<file path="src/vac_pkg.sv">
`default_nettype none
package vac_pkg;
  localparam logic [15:0] IO_INDEX = 16'h03c0;
  localparam logic [15:0] IO_DATA_RD = 16'h03c1;
  localparam logic [15:0] IO_STAT_MONO = 16'h03ba;
  localparam logic [15:0] IO_STAT_COLR = 16'h03da;
  localparam logic [4:0] IDX_PAL_LAST = 5'h0f;
  localparam logic [4:0] IDX_MODE = 5'h10;
  localparam logic [4:0] IDX_BORDER = 5'h11;
  localparam logic [4:0] IDX_PLANE = 5'h12;
  localparam logic [4:0] IDX_PAN = 5'h13;
  localparam logic [4:0] IDX_PAD = 5'h14;
  localparam int IX_PDE = 5;
  localparam int MD_GFX = 0;
  localparam int MD_MONO = 1;
  localparam int MD_LGC = 2;
  localparam int MD_BLINK = 3;
  localparam int MD_SPLIT = 5;
  localparam int MD_256 = 6;
  localparam int MD_V54 = 7;
  localparam logic [7:0] MASK_INDEX = 8'h3f;
  localparam logic [7:0] MASK_PAL = 8'h3f;
  localparam logic [7:0] MASK_MODE = 8'hef;
  localparam logic [7:0] MASK_PLANE = 8'h3f;
  localparam logic [7:0] MASK_PAN = 8'h0f;
  localparam logic [7:0] MASK_PAD = 8'h0f;
  localparam logic [7:0] RST_REG = 8'h00;
  localparam logic [7:0] LGC_FIRST = 8'hc0;
  localparam logic [7:0] LGC_LAST = 8'hdf;
  localparam int CHAR_BLINK_HALF = 16;
  localparam int CURSOR_BLINK_HALF = 8;
  localparam logic [3:0] PAN_NINE_ZERO = 4'h8;
  typedef struct packed {
    logic rd;
    logic wr;
    logic [15:0] addr;
    logic [7:0] wdata;
  } vac_io_t;
  typedef struct packed {
    logic active;
    logic glyph_dot;
    logic ninth_dot;
    logic cursor;
    logic [7:0] char_code;
    logic [7:0] attr;
    logic [3:0] plane;
  } vac_dot_t;
endpackage : vac_pkg
`default_nettype wire

</file>
<file path="src/vac_blink.sv">
`timescale 1ns/1ps
`default_nettype none
module vac_blink #(
  parameter int CHAR_HALF = vac_pkg::CHAR_BLINK_HALF,
  parameter int CURSOR_HALF = vac_pkg::CURSOR_BLINK_HALF
) (
  input wire logic clk_sys,
  input wire logic nrst,
  input wire logic ce,
  input wire logic retrace_pulse,
  output logic char_on,
  output logic cursor_on
);
  localparam int CW = $clog2(2 * CHAR_HALF);
  localparam int CB = $clog2(CHAR_HALF);
  localparam int UB = $clog2(CURSOR_HALF);
  logic [CW-1:0] cnt;

  always_ff @(posedge clk_sys or negedge nrst) begin
    if (!nrst) begin
      cnt <= '0;
    end else if (ce && retrace_pulse) begin
      cnt <= cnt + 1'b1;
    end
  end

  assign char_on = ~cnt[CB];
  assign cursor_on = ~cnt[UB];
endmodule : vac_blink
`default_nettype wire

</file>
<file path="src/vac_pan.sv">
`timescale 1ns/1ps
`default_nettype none
module vac_pan (
  input wire logic clk_sys,
  input wire logic nrst,
  input wire logic ce,
  input wire logic [3:0] pan_code,
  input wire logic nine_dot,
  input wire logic mode_256,
  input wire logic enhanced_map,
  input wire logic split_enable_a,
  input wire logic line_compare_match,
  input wire logic vsync,
  output logic [3:0] shift
);
  logic below_split;

  function automatic logic [3:0] pan_decode(input logic [3:0] code, input logic nine,
                                           input logic m256);
    logic [3:0] r;
    r = 4'h0;
    if (m256) begin
      r = {2'b00, code[2:1]};
    end else if (nine) begin
      if (code == vac_pkg::PAN_NINE_ZERO) r = 4'h0;
      else if (!code[3]) r = code + 4'h1;
    end else begin
      r = {1'b0, code[2:0]};
    end
    return r;
  endfunction : pan_decode

  always_ff @(posedge clk_sys or negedge nrst) begin
    if (!nrst) begin
      below_split <= 1'b0;
    end else if (ce) begin
      if (line_compare_match) below_split <= 1'b1;
      else if (vsync) below_split <= 1'b0;
    end
  end

  always_ff @(posedge clk_sys or negedge nrst) begin
    if (!nrst) begin
      shift <= 4'h0;
    end else if (ce) begin
      if (enhanced_map || (split_enable_a && below_split)) shift <= 4'h0;
      else shift <= pan_decode(pan_code, nine_dot, mode_256);
    end
  end
endmodule : vac_pan
`default_nettype wire

</file>
<file path="src/vac_attr_ctrl.sv">
`timescale 1ns/1ps
`default_nettype none
module vac_attr_ctrl (
  input wire logic clk_sys,
  input wire logic nrst,
  input wire logic ce,
  input wire vac_pkg::vac_io_t io,
  output logic [7:0] io_rdata,
  input wire vac_pkg::vac_dot_t dot,
  input wire logic vertical_retrace_pulse,
  input wire logic line_compare_match,
  input wire logic vsync,
  input wire logic nine_dot_mode,
  input wire logic pixel_path_width_bit,
  input wire logic enhanced_mapping_bit,
  output logic [7:0] video_out,
  output logic video_valid,
  output logic [3:0] pan_shift,
  output logic [1:0] status_bits,
  output logic palette_display_enable
);
  logic [5:0] attr_index;
  logic index_data_toggle;
  logic [5:0] palette_entries [16];
  logic [7:0] attr_mode_control;
  logic [7:0] border_colour;
  logic [5:0] plane_enable;
  logic [3:0] horizontal_pan;
  logic [3:0] high_bit_padding;
  logic [7:0] rd_mux;
  logic char_on;
  logic cursor_on;
  logic last_glyph;
  logic half_phase;
  logic [3:0] low_hold;
  logic [3:0] fg;
  logic [3:0] bg;
  logic pix_on;
  logic [3:0] col_raw;
  logic [3:0] col;
  logic [5:0] pal_out;
  logic [5:0] next_v;
  logic [1:0] next_status;

  wire index_wr = io.wr && io.addr == vac_pkg::IO_INDEX;
  wire data_wr = index_wr && index_data_toggle;
  wire status_rd = io.rd && (io.addr == vac_pkg::IO_STAT_MONO
                             || io.addr == vac_pkg::IO_STAT_COLR);
  // palette owned by display only in 6-bit path
  wire pde_eff = attr_index[vac_pkg::IX_PDE] || pixel_path_width_bit;
  wire host_pal_lock = attr_index[vac_pkg::IX_PDE] && !pixel_path_width_bit;
  wire gfx = attr_mode_control[vac_pkg::MD_GFX];
  wire mono = attr_mode_control[vac_pkg::MD_MONO];
  wire lgc = attr_mode_control[vac_pkg::MD_LGC];
  wire blink_enable = attr_mode_control[vac_pkg::MD_BLINK];
  wire split_enable_a = attr_mode_control[vac_pkg::MD_SPLIT];
  wire eight_bit_colour_mode = attr_mode_control[vac_pkg::MD_256];
  wire video_bits_5_4_select = attr_mode_control[vac_pkg::MD_V54];
  wire [1:0] video_test_select = plane_enable[5:4];
  wire lgc_code = dot.char_code >= vac_pkg::LGC_FIRST
                  && dot.char_code <= vac_pkg::LGC_LAST;

  vac_blink u_blink (
    .clk_sys(clk_sys),
    .nrst(nrst),
    .ce(ce),
    .retrace_pulse(vertical_retrace_pulse),
    .char_on(char_on),
    .cursor_on(cursor_on)
  );

  vac_pan u_pan (
    .clk_sys(clk_sys),
    .nrst(nrst),
    .ce(ce),
    .pan_code(horizontal_pan),
    .nine_dot(nine_dot_mode),
    .mode_256(eight_bit_colour_mode),
    .enhanced_map(enhanced_mapping_bit),
    .split_enable_a(split_enable_a),
    .line_compare_match(line_compare_match),
    .vsync(vsync),
    .shift(pan_shift)
  );

  // host access: index/data toggle
  always_ff @(posedge clk_sys or negedge nrst) begin
    if (!nrst) begin
      index_data_toggle <= 1'b0;
    end else if (ce) begin
      if (status_rd) index_data_toggle <= 1'b0;
      else if (index_wr) index_data_toggle <= ~index_data_toggle;
    end
  end

  always_ff @(posedge clk_sys or negedge nrst) begin
    if (!nrst) begin
      attr_index <= vac_pkg::RST_REG[5:0];
    end else if (ce && index_wr && !index_data_toggle) begin
      attr_index <= io.wdata[5:0] & vac_pkg::MASK_INDEX[5:0];
    end
  end

  always_ff @(posedge clk_sys or negedge nrst) begin
    if (!nrst) begin
      for (int i = 0; i < 16; i++) palette_entries[i] <= vac_pkg::RST_REG[5:0];
    end else if (ce && data_wr && attr_index[4:0] <= vac_pkg::IDX_PAL_LAST
                 && !host_pal_lock) begin
      palette_entries[attr_index[3:0]] <= io.wdata[5:0];
    end
  end

  always_ff @(posedge clk_sys or negedge nrst) begin
    if (!nrst) begin
      attr_mode_control <= vac_pkg::RST_REG;
      border_colour <= vac_pkg::RST_REG;
      plane_enable <= vac_pkg::RST_REG[5:0];
      horizontal_pan <= vac_pkg::RST_REG[3:0];
      high_bit_padding <= vac_pkg::RST_REG[3:0];
    end else if (ce && data_wr) begin
      case (attr_index[4:0])
        vac_pkg::IDX_MODE: attr_mode_control <= io.wdata & vac_pkg::MASK_MODE;
        vac_pkg::IDX_BORDER: border_colour <= io.wdata;
        vac_pkg::IDX_PLANE: plane_enable <= io.wdata[5:0] & vac_pkg::MASK_PLANE[5:0];
        vac_pkg::IDX_PAN: horizontal_pan <= io.wdata[3:0] & vac_pkg::MASK_PAN[3:0];
        vac_pkg::IDX_PAD: high_bit_padding <= io.wdata[3:0] & vac_pkg::MASK_PAD[3:0];
        default: ;
      endcase
    end
  end

  always_comb begin
    rd_mux = 8'h00;
    if (attr_index[4:0] <= vac_pkg::IDX_PAL_LAST) begin
      if (!host_pal_lock) rd_mux = {2'b00, palette_entries[attr_index[3:0]]};
    end else begin
      case (attr_index[4:0])
        vac_pkg::IDX_MODE: rd_mux = attr_mode_control;
        vac_pkg::IDX_BORDER: rd_mux = border_colour;
        vac_pkg::IDX_PLANE: rd_mux = {2'b00, plane_enable};
        vac_pkg::IDX_PAN: rd_mux = {4'h0, horizontal_pan};
        vac_pkg::IDX_PAD: rd_mux = {4'h0, high_bit_padding};
        default: rd_mux = 8'h00;
      endcase
    end
  end

  always_ff @(posedge clk_sys or negedge nrst) begin
    if (!nrst) begin
      io_rdata <= 8'h00;
    end else if (ce && io.rd) begin
      if (io.addr == vac_pkg::IO_INDEX) io_rdata <= {2'b00, attr_index};
      else if (io.addr == vac_pkg::IO_DATA_RD) io_rdata <= rd_mux;
      else io_rdata <= 8'h00;
    end
  end

  always_ff @(posedge clk_sys or negedge nrst) begin
    if (!nrst) begin
      palette_display_enable <= 1'b0;
    end else if (ce) begin
      palette_display_enable <= pde_eff;
    end
  end

  // text attribute decode
  always_comb begin
    if (mono) begin
      fg = (dot.attr[2:0] == 3'b000) ? 4'h0 : {dot.attr[3], 3'b111};
      bg = (dot.attr[6:4] == 3'b111) ? {dot.attr[7] && !blink_enable, 3'b111} : 4'h0;
    end else begin
      fg = dot.attr[3:0];
      bg = blink_enable ? {1'b0, dot.attr[6:4]} : dot.attr[7:4];
    end
  end

  always_comb begin
    if (dot.ninth_dot) pix_on = lgc && lgc_code && last_glyph;
    else pix_on = dot.glyph_dot;
    if (blink_enable && dot.attr[7] && !char_on) pix_on = 1'b0;
    if (dot.cursor && cursor_on) pix_on = 1'b1;
  end

  always_comb begin
    col_raw = gfx ? dot.plane : (pix_on ? fg : bg);
    col = col_raw & plane_enable[3:0];
    if (gfx && blink_enable && !char_on) col[3] = ~col[3];
    // blocked palette drives black
    pal_out = pde_eff ? palette_entries[col] : 6'h00;
    next_v = pal_out;
    if (video_bits_5_4_select) next_v[5:4] = high_bit_padding[1:0];
  end

  always_ff @(posedge clk_sys or negedge nrst) begin
    if (!nrst) begin
      last_glyph <= 1'b0;
    end else if (ce && dot.active && !dot.ninth_dot) begin
      last_glyph <= dot.glyph_dot;
    end
  end

  // pixel output stage
  always_ff @(posedge clk_sys or negedge nrst) begin
    if (!nrst) begin
      video_out <= 8'h00;
      video_valid <= 1'b0;
      half_phase <= 1'b0;
      low_hold <= 4'h0;
    end else if (ce) begin
      if (!dot.active) begin
        video_out <= border_colour;
        video_valid <= 1'b1;
        half_phase <= 1'b0;
      end else if (eight_bit_colour_mode) begin
        half_phase <= ~half_phase;
        if (!half_phase) begin
          low_hold <= next_v[3:0];
          video_valid <= 1'b0;
        end else begin
          video_out <= {low_hold, next_v[3:0]};
          video_valid <= 1'b1;
        end
      end else begin
        video_out <= {high_bit_padding[3:2], next_v};
        video_valid <= 1'b1;
        half_phase <= 1'b0;
      end
    end
  end

  always_comb begin
    case (video_test_select)
      2'b00: next_status = {video_out[2], video_out[0]};
      2'b01: next_status = {video_out[5], video_out[4]};
      2'b10: next_status = {video_out[3], video_out[1]};
      2'b11: next_status = {video_out[7], video_out[6]};
      default: next_status = 2'b00;
    endcase
  end

  always_ff @(posedge clk_sys or negedge nrst) begin
    if (!nrst) begin
      status_bits <= 2'b00;
    end else if (ce) begin
      status_bits <= next_status;
    end
  end
endmodule : vac_attr_ctrl
`default_nettype wire

</file>
<file path="config.mk">
export PLATFORM = sky130hd
export DESIGN_NAME = vac_attr_ctrl
export DESIGN_NICKNAME = d
export VERILOG_FILES = /design/src/vac_pkg.sv /design/src/vac_blink.sv /design/src/vac_pan.sv /design/src/vac_attr_ctrl.sv
export SDC_FILE = /design/constraint.sdc
export NUM_CORES = 1
export LEC_CHECK = 0
export BUFFER_PORTS_ARGS = -buffer_cell sky130_fd_sc_hd__buf_2
export CAP_MARGIN = 20
export CORE_ASPECT_RATIO = 1.1
export CORE_UTILIZATION = 46
export CTS_CLUSTER_SIZE = 30
export DETAILED_ROUTE_END_ITERATION = 8
export GPL_TIMING_DRIVEN = 0
export MAX_ROUTING_LAYER = met4
export PLACE_DENSITY_LB_ADDON = 0.12
export SLEW_MARGIN = 0
export SYNTH_ARGS = -nofsm -noshare
export SYNTH_HDL_FRONTEND = slang
export SYNTH_HIERARCHICAL = 1
export SYNTH_SLANG_ARGS = --single-unit
export TNS_END_PERCENT = 20
</file>
<file path="constraint.sdc">
create_clock -name clk_sys -period 7.11 [get_ports clk_sys]
set_input_delay 0.3555 -clock clk_sys [delete_from_list [all_inputs] [get_ports clk_sys]]
set_output_delay 0.3555 -clock clk_sys [all_outputs]
set_load 0.01 [all_outputs]
</file>
# [Word level (Yosys, flattened, before mapping)]
# Cells that the tools add are included.
[classes] n_mux=45 eq_ne=15 n_reduce_logical=45 addsub=2 bitwise_logic=7 magnitude_cmp=6
[ops] operator="$bwmux 96" n=1
[ops] operator="$eq 16x10->1 const B" n=4
[ops] operator="$bmux 6 s4" n=2
[ops] operator="$mux 4" n=12
[ops] operator="$mux 8" n=6
[ops] operator="$mux 6" n=7
[ops] operator="$pmux 8 s5" n=1
[ops] operator="$eq 5x5->1 const B" n=5
[ops] operator="$demux 6 s4" n=1
[ops] operator="$logic_and 1x1->1" n=24
[ops] operator="$reduce_and 2->1" n=8
[ops] operator="$mux 1" n=13
[ops] operator="$ge 5x5->1 const B" n=2
[ops] operator="$not 4->5" n=2
[ops] operator="$ge 8x8->1 const B" n=1
[ops] operator="$le 8x8->1 const B" n=1
[ops] operator="$pmux 2 s4" n=1
[ops] operator="$add 5x1->5 const B" n=1
[ops] operator="$le 5x4->1 const B" n=1
[ops] operator="$logic_not 1->1" n=5
[ops] operator="$lt 5x1->1 const B" n=1
[ops] operator="$add 4x1->4 const B" n=1
[ops] operator="$and 4x4->4" n=1
[ops] operator="$eq 2x2->1 const B" n=2
[ops] operator="11 further kinds" n=17
[totals] wordCells=154 input_bits=59 out_inout_bits=24 regBits=168

# [Longest topological paths before layout]
# Gate-level depths: netlist of the first run.
[logic_depth] depth_word=20 mapped_depth=14 depth_no_buf=10

# [Cells and area by module]
# The synthesis of the first run kept the hierarchy.
[modules_own_cells] mod="vac_attr_ctrl" n_inst=1 cells_each=717 seq_area_each_um2=3953.8 area_per_inst_um2=8562.0
[modules_own_cells] mod="vac_pan" n_inst=1 cells_each=37 seq_area_each_um2=125.1 area_per_inst_um2=329.1
[modules_own_cells] mod="vac_blink" n_inst=1 cells_each=18 seq_area_each_um2=125.1 area_per_inst_um2=222.7

# [Worst setup path after synthesis of the first run]
# Ideal clock, no wire load.
[synth_path] path_type="register to register" startpoint="reg u_blink.cnt[3]" endpoint="reg low_hold[1]" n_path_buf=1 synth_period_minus_slack_ns=2.590 t_required_ns=6.985 t_arrival_ns=2.465 slack_ns=4.520 setup_time_ns=0.125 stages_incl_launch_ff=11 path_cell_list="dfrtp_1 > inv_1 > and2_1 > or4b_1 > o21a_1 > nand2_2 > buf_2 > mux2_2 > o211ai_1 > o311ai_1 > mux2_2"
[synth_via] elab_chain_len=13
[synth_lines] item="start, declared" line_no="vac_blink.sv:17" rtl="logic [CW-1:0] cnt;"
[synth_lines] item="start signal, assigned" line_no="vac_blink.sv:23" rtl="cnt <= cnt + 1'b1;"
[synth_lines] item="$not 1->1 (*)" line_no="vac_blink.sv:28" rtl="assign cursor_on = ~cnt[UB];"
[synth_lines] item="named net cursor_on" line_no="vac_attr_ctrl.sv:32" rtl="logic cursor_on;"
[synth_lines] item="$logic_and 1x1->1 (*)" line_no="vac_attr_ctrl.sv:181" rtl="if (dot.cursor && cursor_on) pix_on = 1'b1;"
[synth_lines] item="$mux 1 (*)" line_no="vac_attr_ctrl.sv:181"
[synth_lines] item="$mux 4 (*) (2 in series)" line_no="vac_attr_ctrl.sv:185" rtl="col_raw = gfx ? dot.plane : (pix_on ? fg : bg);"
[synth_lines] item="$and 4x4->4 (*)" line_no="vac_attr_ctrl.sv:186" rtl="col = col_raw & plane_enable[3:0];"
[synth_lines] item="$not 1->1" line_no="vac_attr_ctrl.sv:187" rtl="if (gfx && blink_enable && !char_on) col[3] = ~col[3];"
[synth_lines] item="$mux 1" line_no="vac_attr_ctrl.sv:187"
[synth_lines] item="$not 4->5 (implied by the code) (*)" line_no="vac_attr_ctrl.sv:189" rtl="pal_out = pde_eff ? palette_entries[col] : 6'h00;"
[synth_lines] item="$bmux 6 s4 (*)" line_no="vac_attr_ctrl.sv:189"
[synth_lines] item="$mux 6 (implied by the code) (*) (2 in series)" line_no="vac_attr_ctrl.sv:189"
[synth_lines] item="$mux 6 (*)" line_no="vac_attr_ctrl.sv:189"
[synth_lines] item="end signal, assigned" line_no="vac_attr_ctrl.sv:217" rtl="low_hold <= next_v[3:0];"
[synth_lines] item="end, declared" line_no="vac_attr_ctrl.sv:35" rtl="logic [3:0] low_hold;"
# The timed path passes the listed nets; every way through them passes the cells marked *. The select of a mux whose other input is x is not followed.
# A chain may end at the register's enable or synchronous reset.

# [Worst setup path after layout of the first run]
[layout_path] startpoint="reg attr_mode_control[2]" endpoint="reg video_out[1]"
[layout_via] elab_chain_len=18
[layout_lines] item="start, declared" line_no="vac_attr_ctrl.sv:25" rtl="logic [7:0] attr_mode_control;"
[layout_lines] item="start signal, assigned" line_no="vac_attr_ctrl.sv:115" rtl="attr_mode_control <= vac_pkg::RST_REG;"
[layout_lines] item="start signal, assigned" line_no="vac_attr_ctrl.sv:122" rtl="vac_pkg::IDX_MODE: attr_mode_control <= io.wdata & vac_pkg::MASK_MODE;"
[layout_lines] item="$logic_and 1x1->1 (*) (2 in series)" line_no="vac_attr_ctrl.sv:178" rtl="if (dot.ninth_dot) pix_on = lgc && lgc_code && last_glyph;"
[layout_lines] item="$mux 1 (*)" line_no="vac_attr_ctrl.sv:178"
[layout_lines] item="$mux 1 (*)" line_no="vac_attr_ctrl.sv:180" rtl="if (blink_enable && dot.attr[7] && !char_on) pix_on = 1'b0;"
[layout_lines] item="$mux 1 (*)" line_no="vac_attr_ctrl.sv:181"
[layout_lines] item="$mux 4 (*) (2 in series)" line_no="vac_attr_ctrl.sv:185"
[layout_lines] item="$and 4x4->4 (*)" line_no="vac_attr_ctrl.sv:186"
[layout_lines] item="$not 1->1" line_no="vac_attr_ctrl.sv:187"
[layout_lines] item="$mux 1" line_no="vac_attr_ctrl.sv:187"
[layout_lines] item="$not 4->5 (implied by the code) (*)" line_no="vac_attr_ctrl.sv:189"
[layout_lines] item="$bmux 6 s4 (*)" line_no="vac_attr_ctrl.sv:189"
[layout_lines] item="$mux 6 (implied by the code) (*) (2 in series)" line_no="vac_attr_ctrl.sv:189"
[layout_lines] item="$mux 6 (*)" line_no="vac_attr_ctrl.sv:189"
[layout_lines] item="$mux 8" line_no="vac_attr_ctrl.sv:216" rtl="if (!half_phase) begin"
[layout_lines] item="$mux 8 (*)" line_no="vac_attr_ctrl.sv:214" rtl="end else if (eight_bit_colour_mode) begin"
[layout_lines] item="$mux 8 (*)" line_no="vac_attr_ctrl.sv:210" rtl="if (!dot.active) begin"
[layout_lines] item="end signal, assigned" line_no="vac_attr_ctrl.sv:211" rtl="video_out <= border_colour;"
[layout_lines] item="end signal, assigned" line_no="vac_attr_ctrl.sv:220" rtl="video_out <= {low_hold, next_v[3:0]};"
[layout_lines] item="end signal, assigned" line_no="vac_attr_ctrl.sv:224" rtl="video_out <= {high_bit_padding[3:2], next_v};"
[layout_lines] item="end, declared" line_no="vac_attr_ctrl.sv:16" rtl="output logic [7:0] video_out,"
# Mark *: on every way between the ends. The rest lies on a longest branch, timed or not. The select of a mux whose other input is x is not followed.

==> results of run 1 <==
[cell families (layout without fill, tap and decap cells)]
family / after synthesis / after routing
multiplexers: 200 / 200
AND/OR/NAND/NOR: 189 / 189
flip-flops: 168 / 168
AO/OA/AOI/OAI: 139 / 139
buffers and inverters: 66 / 173
XOR/XNOR: 7 / 7
adder cells (fa/ha/maj): 3 / 3
[placed cells by master (no fill, tap or decap), drive strengths merged, types with 9 or more instances in the layout]
master | synthesis | routed
dfrtp | 168 | 168
mux2 | 144 | 144
buf | 18 | 93
nand2 | 76 | 76
clkbuf | 33 | 54
o21ai | 38 | 38
mux4 | 36 | 36
a21oi | 34 | 34
nand3 | 33 | 33
nor2 | 24 | 24
mux2i | 20 | 20
inv | 15 | 16
o211ai | 10 | 10
a22oi | 9 | 9
a211oi | 9 | 9
nor2b | 9 | 9
a221oi | 9 | 9
[per-stage QoR]
step,instances,hold WS [ns],instance area (um^2),setup WS [ns],utilization [%]
4_1_cts,1126,0.1481,10490,3.499,54.53
6_report,1126,0.1614,10490,3.455,54.53
2_1_floorplan,772,0.05991,9114,4.520,-
5_1_grt,1126,0.1485,10490,3.348,54.53
3_3_place_gp,1093,0.4546,9793,3.165,50.92
3_5_place_dp,1094,0.3969,9831,3.474,51.12
[per-layer routing]
metal	track usage [%]	part of all wire, %	vias up
met5	-	0	-
met4	14.61	4.4	0
met3	4.810	5.5	76
met2	44.87	49	306
met1	35.12	41	3521
li1	-	-	3081
[sequential cells by signal (all words and copies together), names as in the netlist]
signal                  cells
attr_mode_control           7
low_hold                    4
u_pan/shift                 4
video_valid                 1
border_colour               8
attr_index                  6
last_glyph                  1
u_pan/below_split           1
plane_enable                6
palette_display_enable      1
io_rdata                    8
status_bits                 2
high_bit_padding            4
palette_entries            96
u_blink/cnt                 5
index_data_toggle           1
half_phase                  1
video_out                   8
horizontal_pan              4
[worst reg2reg max path, stage by stage (launching register included)]
cell and delay, ns:
dfrtp_1 0.42, and4b_1 0.22, o211a_1 0.30, o2111ai_1 0.19, and3_1 0.40, clkbuf_1 0.47
o21ai_0 0.48, o311ai_1 0.76, mux2i_1 0.19, o21ai_1 0.15
[power by group]
| group | switching, W | internal, W | leakage, nW |
|---|---|---|---|
| Sequential | 0.0000154 | 0.000974 | 2.32 |
| Clock | 0.000386 | 0.000626 | 0.312 |
| Combinational | 0.0000749 | 0.0000461 | 2.12 |
| Total | 0.000477 | 0.00165 | 4.75 |
[final cells by class]
class	count	area share (%)
Buffer	51	2.291
Sequential cell	168	40.09
Tap cell	247	2.947
Inverter	15	0.5369
Clock inverter	10	1.587
Clock buffer	21	4.581
Multi-Input combinational cell	538	43.99
Timing Repair Buffer	76	3.985
[worst min path at each step]
stage,from,slack [ns],cells past startpoint,endpoint
CTS,line_compare_match,0.15,2,u_pan/below_split$_DFFE_PN0P_
floorplan,nrst,0.06,0,attr_index[0]$_DFFE_PN0P_
detailed placement,nrst,0.40,1,u_blink/cnt[1]$_DFFE_PN0P_
global route,line_compare_match,0.15,2,u_pan/below_split$_DFFE_PN0P_
finish,line_compare_match,0.16,2,u_pan/below_split$_DFFE_PN0P_
global placement,video_valid$_DFFE_PN0P_,0.45,1,video_valid$_DFFE_PN0P_
==> parameters.txt, run 1 <==
Parameter                              Value

Outcome
  Status    complete, no violations

Worst setup path
  Kind of critical path    reg2reg
  Cell-by-cell listing of the critical path    and4b_1 -> o211a_1 -> o2111ai_1 -> and3_1 -> clkbuf_1 -> o21ai_0 -> o311ai_1 -> mux2i_1 -> o21ai_1
  Slowest cell delay on critical path    0.76 ns
  Critical Path AT    4.01 ns
  Setup slack on the worst flop-to-flop path    3.46 ns
  Setup crit end kind    flip-flop
  Buffer and inverter count on the worst path    1
  Setup crit end    video_out[1]$_DFFE_PN0P_
  Depth of the most critical reg-to-reg path    9
  WP depth    9
  Crit-path slowest cell    o311ai_1
  Required time reported for the critical path endpoint    7.46 ns
  R2R Path Start    attr_mode_control[2]$_DFFE_PN0P_
  CP max FO    10
  Critical path launch point    attr_mode_control[2]$_DFFE_PN0P_
  Cell class contributing the biggest share of worst-path delay    compound AO/OA/AOI/OAI gates
  Kind of start point of the critical path    flip-flop
  End of the worst register-to-register path    video_out[1]$_DFFE_PN0P_

Logic synthesis
  Commonest cells post-synth    168 x dfrtp_1, 142 x mux2_2, 75 x nand2_1, 36 x mux4_2
  Complex-gate fraction of the synthesized area    9.967%
  Distinct cell type count of the synthesized netlist    63
  Xor/xnor cell area share of the yosys netlist    0.6727%
  Post-synth EDFFs    0
  Simple-gate share of the synthesized area    10.60%
  Combinational family with the most area after synthesis    multiplexers
  Mapped Area    9114 um^2
  Synth Register Bits    168
  Area contributors post-synth    dfrtp_1 46%, mux2_2 18%, mux4_2 8.9%
  Cells after Synth    772
  Mux cell area share after synthesis    28.97%
  Proportion of synthesized chip area in sequential cells    46.13%
  Post-synth ARST share    100.0%
  Ys flop type    dfrtp_1
  Avg Synthesized Cell Area    11.81 um^2
  Most frequent cell after synthesis    dfrtp_1
  Portion of synthesized cell area occupied by the leading cell type    46.13%
  Post-synthesis adder-cell area fraction    0.4119%
  Synthesized Nets    834
  Ys Warns    6
  Yosys top cell by area    dfrtp_1

Timing
  Shortest period the worst path allows    3.655 ns
  Final Hold Vio Count    0
  Actual slew at the worst max-slew pin    0.8561 ns
  Period Utilization, post-route    51.40%
  Max Clock Skew    0.009640 ns
  Count of final max-slew check failures    0
  Final TNS setup    0 ns
  Unrepaired setup endpoints after global routing    no
  Setup violations, final    0
  Top achievable clock speed    0.2736 GHz
  Slew Limit Headroom    42.32%

Floorplanning
  Area inside the core boundary    19230 um^2
  Total number of placement rows    53
  Top-level port count    83
  Die Ht    149.6 um
  Die area    20380 um^2
  Initial core utilization    47.39%
  Die span in x    136.2 um

Global route
  GRT Total Usage    28.46%
  Via count of the first global-routing pass    6837
  Wire length of the first global-routing pass    40.98 mm
  Pin count of the biggest net entering global routing    86
  Remaining Overflow, GRT    0
  Number of antenna violations at the first check in global routing    0

Power
  Total power density per cell area    202.4 nW/um^2
  Static Leak    4.747 nW
  Total power draw    0.002122 W
  Max IR drop VDD    0.1634 mV

Finish
  Ratio of cells with drive above 1 in the final layout    36.29%
  FF/Latch Area    4204 um^2
  # diodes    0
  Multi-input logic area    4613 um^2
  Fill cell instance count of the final layout    1656
  Count of nets after finishing    929
  Growth of design area from synthesis to finish    15.07%

Place
  Final HPWL DP    19.88 mm
  Port Buffer Count    74
  Final GP Congestion    0.9970

Clock tree
  Cells resized by post-CTS repair    0
  Worst-skew pair later-pin latency    0.43 ns
  Library cell used as clock root buffer    clkbuf_16
  Clk pin slew, worst setup/hold paths    0.06 ns
  Clk buf depth    2
  CTS tree    yes
  Number of clock sinks    168
  Buffers inserted by post-CTS timing repair    0
  CTS hold repair buffers    1
  Total number of H-tree levels    4
  Number of buffers inserted during clock tree synthesis    17

Routing
  DRT antenna net count    0
  DRC violation total after the first TritonRoute iteration    554
  Aggregate routed wire length    26.85 mm
  First-pass iteration count of the detailed router    5
  Total number of vias    6984
  DR WL/cell    23.85 um
  DRC    0
  Via density per instance    6.202

Job
  Max-cap viol count    0

Min path
  Hold/Removal Path Class    in2reg
Power figures use the tool's default switching activity.
==> run 2: changes to the inputs <==
- clock period: 7.11 -> 3.45 ns (I/O delays scaled with it)
==> run 2 against run 1 <==
- non-clock buffer count up 3
- register-to-register slack lost 3.4 ns
- combinational power up 110%
- critical path type unchanged
==> parameters.txt, run 2 (same netlist as run 1, synthesis figures left out) <==
Parameter                              Value

Worst setup path
  Kind of start point of the critical path    flip-flop
  Required time reported for the critical path endpoint    3.80 ns (-3.66 ns)
  R2R Path Start    attr_mode_control[2]$_DFFE_PN0P_
  End of the worst register-to-register path    video_out[1]$_DFFE_PN0P_
  Depth of the most critical reg-to-reg path    9 (unchanged)
  CP max FO    10 (unchanged)
  Setup slack on the worst flop-to-flop path    0.07 ns (-3.39 ns)
  Kind of critical path    reg2reg
  Critical Path AT    3.74 ns (-0.27 ns)
  Setup crit end kind    flip-flop

Min path
  Hold Path Cell Cnt    2 (unchanged)
  Worst Min Path Start    dot[22]
  Hold Path Sink    last_glyph$_DFFE_PN0P_
  Hold/Removal Path Class    in2reg

Timing
  Unrepaired setup endpoints after global routing    no
  Setup violations, final    0 (unchanged)
  Max Clock Skew    0.009549 ns (-0.00009121 ns)
  Top achievable clock speed    0.2957 GHz (+8.1%)
  Period Utilization, post-route    98.03% (+47 points)
  Count of final max-slew check failures    0 (unchanged)
  Smallest hold slack    0.01216 ns (-0.1492 ns)
  Actual slew at the worst max-slew pin    0.8656 ns (+0.009480 ns)
  Final Hold Vio Count    0 (unchanged)
  Worst Setup Slack, final    0.06798 ns (-3.387 ns)
  Slew Limit Headroom    42.30% (about the same)
  Shortest period the worst path allows    3.382 ns (-0.2726 ns)

Routing
  DRC violation total after the first TritonRoute iteration    629 (+14%)
  Aggregate routed wire length    27.09 mm (+0.89%)
  DRT antenna net count    0 (unchanged)
  First-pass iteration count of the detailed router    5 (unchanged)
  Via density per instance    6.213 (+0.16%)
  DR WL/cell    24.00 um (+0.62%)
  Total number of vias    7014 (+0.43%)
  DRC    0 (unchanged)

Finish
  Growth of design area from synthesis to finish    15.65%
  Ratio of cells with drive above 1 in the final layout    36.51% (+0.22 points)
  Flip-flop count of the largest register, all copies and words added    96 (unchanged)
  Most flop-heavy register    palette_entries
  Commonest non-fill, non-tap cells in the layout    168 x dfrtp_1, 142 x mux2_2, 82 x buf_2
  Count of nets after finishing    932 (+0.32%)
  Fill cell instance count of the final layout    1650 (-0.36%)
  Most common cell after layout, fill and taps aside    dfrtp_1
  # diodes    0 (unchanged)

Clock tree
  CTS tree    yes
  Library cell used as clock root buffer    clkbuf_16
  Number of buffers inserted during clock tree synthesis    17 (unchanged)
  Clk buf depth    2 (unchanged)
  Total number of H-tree levels    4 (unchanged)
  Number of clock sinks    168 (unchanged)
  Worst-skew pair later-pin latency    0.43 ns (about the same)
  Clk pin slew, worst setup/hold paths    0.06 ns (about the same)

Job
  Max-cap viol count    0 (unchanged)

Power
  Total power density per cell area    415.9 nW/um^2 (+110%)
  Max IR drop VDD    0.3417 mV (+110%)
  Static Leak    4.767 nW (+0.44%)

Global route
  Remaining Overflow, GRT    0 (unchanged)
  Wire length of the first global-routing pass    41.06 mm (+0.19%)
  GRT Total Usage    28.53% (+0.076 points)
  Number of antenna violations at the first check in global routing    0 (unchanged)
  Pin count of the biggest net entering global routing    86 (unchanged)
  Via count of the first global-routing pass    6859 (+0.32%)

Floorplanning
  Die span in x    136.2 um (unchanged)
  Die area    20380 um^2 (unchanged)
  Top-level port count    83 (unchanged)
  Area inside the core boundary    19230 um^2 (unchanged)
  Initial core utilization    47.39% (unchanged)
  Total number of placement rows    53 (unchanged)
  Die Ht    149.6 um (unchanged)

Place
  Setup WS pre-CTS    -0.1220 ns (-3.596 ns)
  Final HPWL DP    19.88 mm (unchanged)
  Final GP Congestion    0.9970 (unchanged)
  Port Buffer Count    74 (unchanged)

Outcome
  Status    complete, no violations
run 2: changes by cell type in the layout (fill, tap and decap cells not counted):
cell	change
o21ai_0	-1
o311ai_2	+3
dlygate4sd3_1	+3
o21ai_1	+1
o311ai_1	-3
run 2: final cells by class:
| class | instances | area, um^2 | area share (%) |
|---|---|---|---|
| tap | 247 | 309.0 | 2.932 |
| multi-input combinational | 538 | 4636 | 43.98 |
| buffer | 51 | 240.2 | 2.279 |
| clock inverter | 10 | 166.4 | 1.579 |
| clock buffer | 21 | 480.5 | 4.558 |
| inverter | 15 | 56.30 | 0.5342 |
| sequential | 168 | 4204 | 39.89 |
| timing repair buffer | 79 | 447.9 | 4.250 |
run 2: worst max-delay path, stage by stage, from the launching register on:
cell       delay (ns)
dfrtp_1          0.42
and4b_1          0.22
o211a_1          0.30
o2111ai_1        0.19
and3_1           0.41
clkbuf_1         0.48
o21ai_1          0.41
o311ai_2         0.57
mux2i_1          0.16
o21ai_1          0.14
run 2: worst max path at each step:
| stage | from | to |
|---|---|---|
| after floorplan | u_blink/cnt[3]$_DFFE_PN0P_ | low_hold[1]$_DFFE_PN0P_ |
| after global placement | nrst | palette_entries[40]$_DFFE_PN0P_ |
| after detailed placement | attr_mode_control[2]$_DFFE_PN0P_ | video_out[1]$_DFFE_PN0P_ |
| after CTS | attr_mode_control[2]$_DFFE_PN0P_ | video_out[1]$_DFFE_PN0P_ |
| after global routing | attr_mode_control[2]$_DFFE_PN0P_ | video_out[0]$_DFFE_PN0P_ |
| final | attr_mode_control[2]$_DFFE_PN0P_ | video_out[1]$_DFFE_PN0P_ |
run 2: what timing repair did:
action | 4_1_cts | 5_1_grt
setup buffers | 0 | 0
setup endpoints to repair | 4 | 6
resized for setup | 3 | 1
endpoints found under the hold margin | 89 | 0
hold buffers | 4 | 0
pin swaps | 0 | 0
run 2: power by group:
part | internal [W] | switching, W
registers | 0.00201 | 0.0000316
logic | 0.0000972 | 0.000155
clock network | 0.00129 | 0.000804
total | 0.00339 | 0.000990
run 2: per-layer routing:
layer	GRT usage (%)	up-vias	share of wire (%)	routed length [um]
li1	-	3079	-	-
met1	35.26	3528	41	10980
met2	45.13	341	49	13380
met3	4.472	66	6.0	1629
met4	14.83	0	4.1	1098
met5	-	-	0	0
run 2: stage by stage:
step           instances  util [%]  area [um^2]  TNS (ns)  total power [W]
2_1_floorplan        772         -         9114         0         0.002191
3_3_place_gp        1093     50.92         9793    -51.15         0.002305
3_5_place_dp        1094     51.12         9831   -0.2630         0.002323
4_1_cts             1129     54.81        10540  -0.06394         0.004406
5_1_grt             1129     54.81        10540         0         0.004529
6_report            1129     54.81        10540         0         0.004384
==> run 3: changes to the inputs <==
- CTS_BUF_LIST: not set -> sky130_fd_sc_hd__clkbuf_2 sky130_fd_sc_hd__clkbuf_4 sky130_fd_sc_hd__clkbuf_8
==> run 3 against run 2 <==
- setup slack improved by 0.0074 ns
- largest cell class unchanged
- first-iteration DRC count decreased by 8.9%
- critical endpoint unchanged
- clock power decreased by 23%
- critical path type unchanged
==> parameters.txt, run 3 (same netlist as run 1, synthesis figures left out) <==
Parameter                              Value

Outcome
  Status    complete, no violations

Worst setup path
  WP depth    9 (unchanged)
  Critical Path AT    3.76 ns (+0.02 ns)
  Slowest cell delay on critical path    0.57 ns (about the same)
  Buffer and inverter count on the worst path    1 (unchanged)
  Top cell by count, worst path    o21ai_1
  Required time reported for the critical path endpoint    3.83 ns (+0.03 ns)
  Kind of critical path    reg2reg
  Crit-path slowest cell    o311ai_2
  Cell-by-cell listing of the critical path    and4b_1 -> o211a_1 -> o2111ai_1 -> and3_1 -> clkbuf_1 -> o21ai_1 -> o311ai_2 -> mux2i_1 -> o21ai_1
  CP max FO    10 (unchanged)
  Setup crit end kind    flip-flop
  Depth of the most critical reg-to-reg path    9 (unchanged)
  Cell class contributing the biggest share of worst-path delay    compound AO/OA/AOI/OAI gates
  Kind of start point of the critical path    flip-flop

Min path
  Hold/Removal Path Class    in2reg
  Hold Path Cell Cnt    3 (+1)

Floorplanning
  Area inside the core boundary    19230 um^2 (unchanged)
  Die Ht    149.6 um (unchanged)
  Die area    20380 um^2 (unchanged)
  Total number of placement rows    53 (unchanged)
  Die span in x    136.2 um (unchanged)
  Top-level port count    83 (unchanged)
  Initial core utilization    47.39% (unchanged)

Power
  Max IR drop VDD    0.2587 mV (-24%)
  Static Leak    4.703 nW (-1.3%)
  Total power draw    0.003907 W (-11%)
  Total power density per cell area    375.7 nW/um^2 (-9.7%)

Finish
  Commonest non-fill, non-tap cells in the layout    168 x dfrtp_1, 142 x mux2_2, 82 x buf_2
  Non-filler instance count after layout    1134 (+0.44%)
  Flip-flop count of the largest register, all copies and words added    96 (unchanged)
  Count of nets after finishing    937 (+0.54%)
  Ratio of cells with drive above 1 in the final layout    36.30% (-0.21 points)
  Most common cell after layout, fill and taps aside    dfrtp_1
  # diodes    0 (unchanged)
  Most flop-heavy register    palette_entries
  Growth of design area from synthesis to finish    14.10%
  Post-layout utilization of the core    54.07% (-0.74 points)

Routing
  First-pass iteration count of the detailed router    5 (unchanged)
  DR WL/cell    23.87 um (-0.54%)
  Aggregate routed wire length    27.07 mm (about the same)
  DRT antenna net count    0 (unchanged)
  Via density per instance    6.190 (-0.37%)
  DRC violation total after the first TritonRoute iteration    573 (-8.9%)
  DRC    0 (unchanged)
  Total number of vias    7019 (+0.071%)

Clock tree
  Number of clock sinks    168 (unchanged)
  Library cell used as clock root buffer    clkbuf_8
  Worst-skew pair later-pin latency    0.47 ns (+0.04 ns)
  Total number of H-tree levels    4 (unchanged)
  Buffers inserted by post-CTS timing repair    0 (unchanged)
  Clk buf depth    2 (unchanged)
  CTS tree    yes
  Number of buffers inserted during clock tree synthesis    17 (unchanged)
  Clk pin slew, worst setup/hold paths    0.10 ns (+0.04 ns)

Global route
  GRT Total Usage    28.43% (-0.10 points)
  Number of antenna violations at the first check in global routing    0 (unchanged)
  Via count of the first global-routing pass    6938 (+1.2%)
  Remaining Overflow, GRT    0 (unchanged)
  Pin count of the biggest net entering global routing    86 (unchanged)
  Wire length of the first global-routing pass    41.03 mm (about the same)

Timing
  Period Utilization, post-route    97.82% (-0.21 points)
  Count of final max-slew check failures    0 (unchanged)
  Actual slew at the worst max-slew pin    0.8640 ns (-0.001589 ns)
  Slew Limit Headroom    42.40% (+0.11 points)
  Unrepaired setup endpoints after global routing    no
  Top achievable clock speed    0.2963 GHz (+0.22%)
  Max Clock Skew    0.01727 ns (+0.007719 ns)
  Final Hold Vio Count    0 (unchanged)
  Shortest period the worst path allows    3.375 ns (-0.007375 ns)
  Setup violations, final    0 (unchanged)

Place
  Cell count after placement    1094 (unchanged)
  Final HPWL DP    19.88 mm (unchanged)
  Final GP Congestion    0.9970 (unchanged)
  Port Buffer Count    74 (unchanged)

Job
  Max-cap viol count    0 (unchanged)
run 3: path summary, 6_finish.rpt:
kind / start / slack, ns / endpoint
min: io[25] / 0.03 / io_rdata[5]$_DFFE_PN0P_
min in group asynchronous: nrst / 0.28 / u_blink/cnt[0]$_DFFE_PN0P_
min reg2reg: video_valid$_DFFE_PN0P_ / 0.48 / video_valid$_DFFE_PN0P_
max in group asynchronous: nrst / 2.33 / palette_entries[77]$_DFFE_PN0P_
max reg2reg: attr_mode_control[2]$_DFFE_PN0P_ / 0.08 / video_out[1]$_DFFE_PN0P_
max: attr_mode_control[2]$_DFFE_PN0P_ / 0.08 / video_out[1]$_DFFE_PN0P_
run 3: metal layers:
| metal | vias to the layer above | GRT usage, % | part of all wire [%] |
|---|---|---|---|
| li1 | 3085 | - | - |
| met1 | 3543 | 35.13 | 41 |
| met2 | 326 | 45.28 | 49 |
| met3 | 65 | 4.133 | 5.4 |
| met4 | 0 | 14.61 | 4.1 |
| met5 | - | - | 0 |
run 3: area by class of cell:
class	count	area [um^2]
timing repair buffer	84	498.0
sequential	168	4204
clock buffer	21	289.0
fill	1668	8832
multi-input combinational	538	4636
buffer	51	240.2
clock inverter	10	166.4
inverter	15	56.30
tap	247	309.0
run 3: power by group:
part / switching (W) / total [W] / internal (W)
logic: 0.000157 / 0.000258 / 0.000101
clock network: 0.000746 / 0.00161 / 0.000866
registers: 0.0000317 / 0.00204 / 0.00200
total: 0.000935 / 0.00391 / 0.00297
run 3: tightest hold or removal path, cell delays in order:
cell	delay (ns)
buf_2	0.11
nand3_1	0.10
o21ai_0	0.08
run 3: what timing repair did:
action	CTS	global route
hold endpoints to repair	93	0
endpoints found under the setup margin	5	6
hold buffers	9	0
gates resized for setup	3	1
run 3: stage by stage:
| step | TNS [ns] | hold WS (ns) | cell area, um^2 | worst slack [ns] |
|---|---|---|---|---|
| 3_5_place_dp | -0.2630 | 0.2139 | 9831 | -0.1220 |
| 6_report | 0 | 0.03444 | 10400 | 0.07535 |
| 2_1_floorplan | 0 | -0.1231 | 9114 | 0.8598 |
| 5_1_grt | 0 | 0.03337 | 10400 | 0.004596 |
| 4_1_cts | -0.06461 | 0.01155 | 10400 | -0.04261 |
| 3_3_place_gp | -51.15 | 0.4038 | 9793 | -0.3123 |
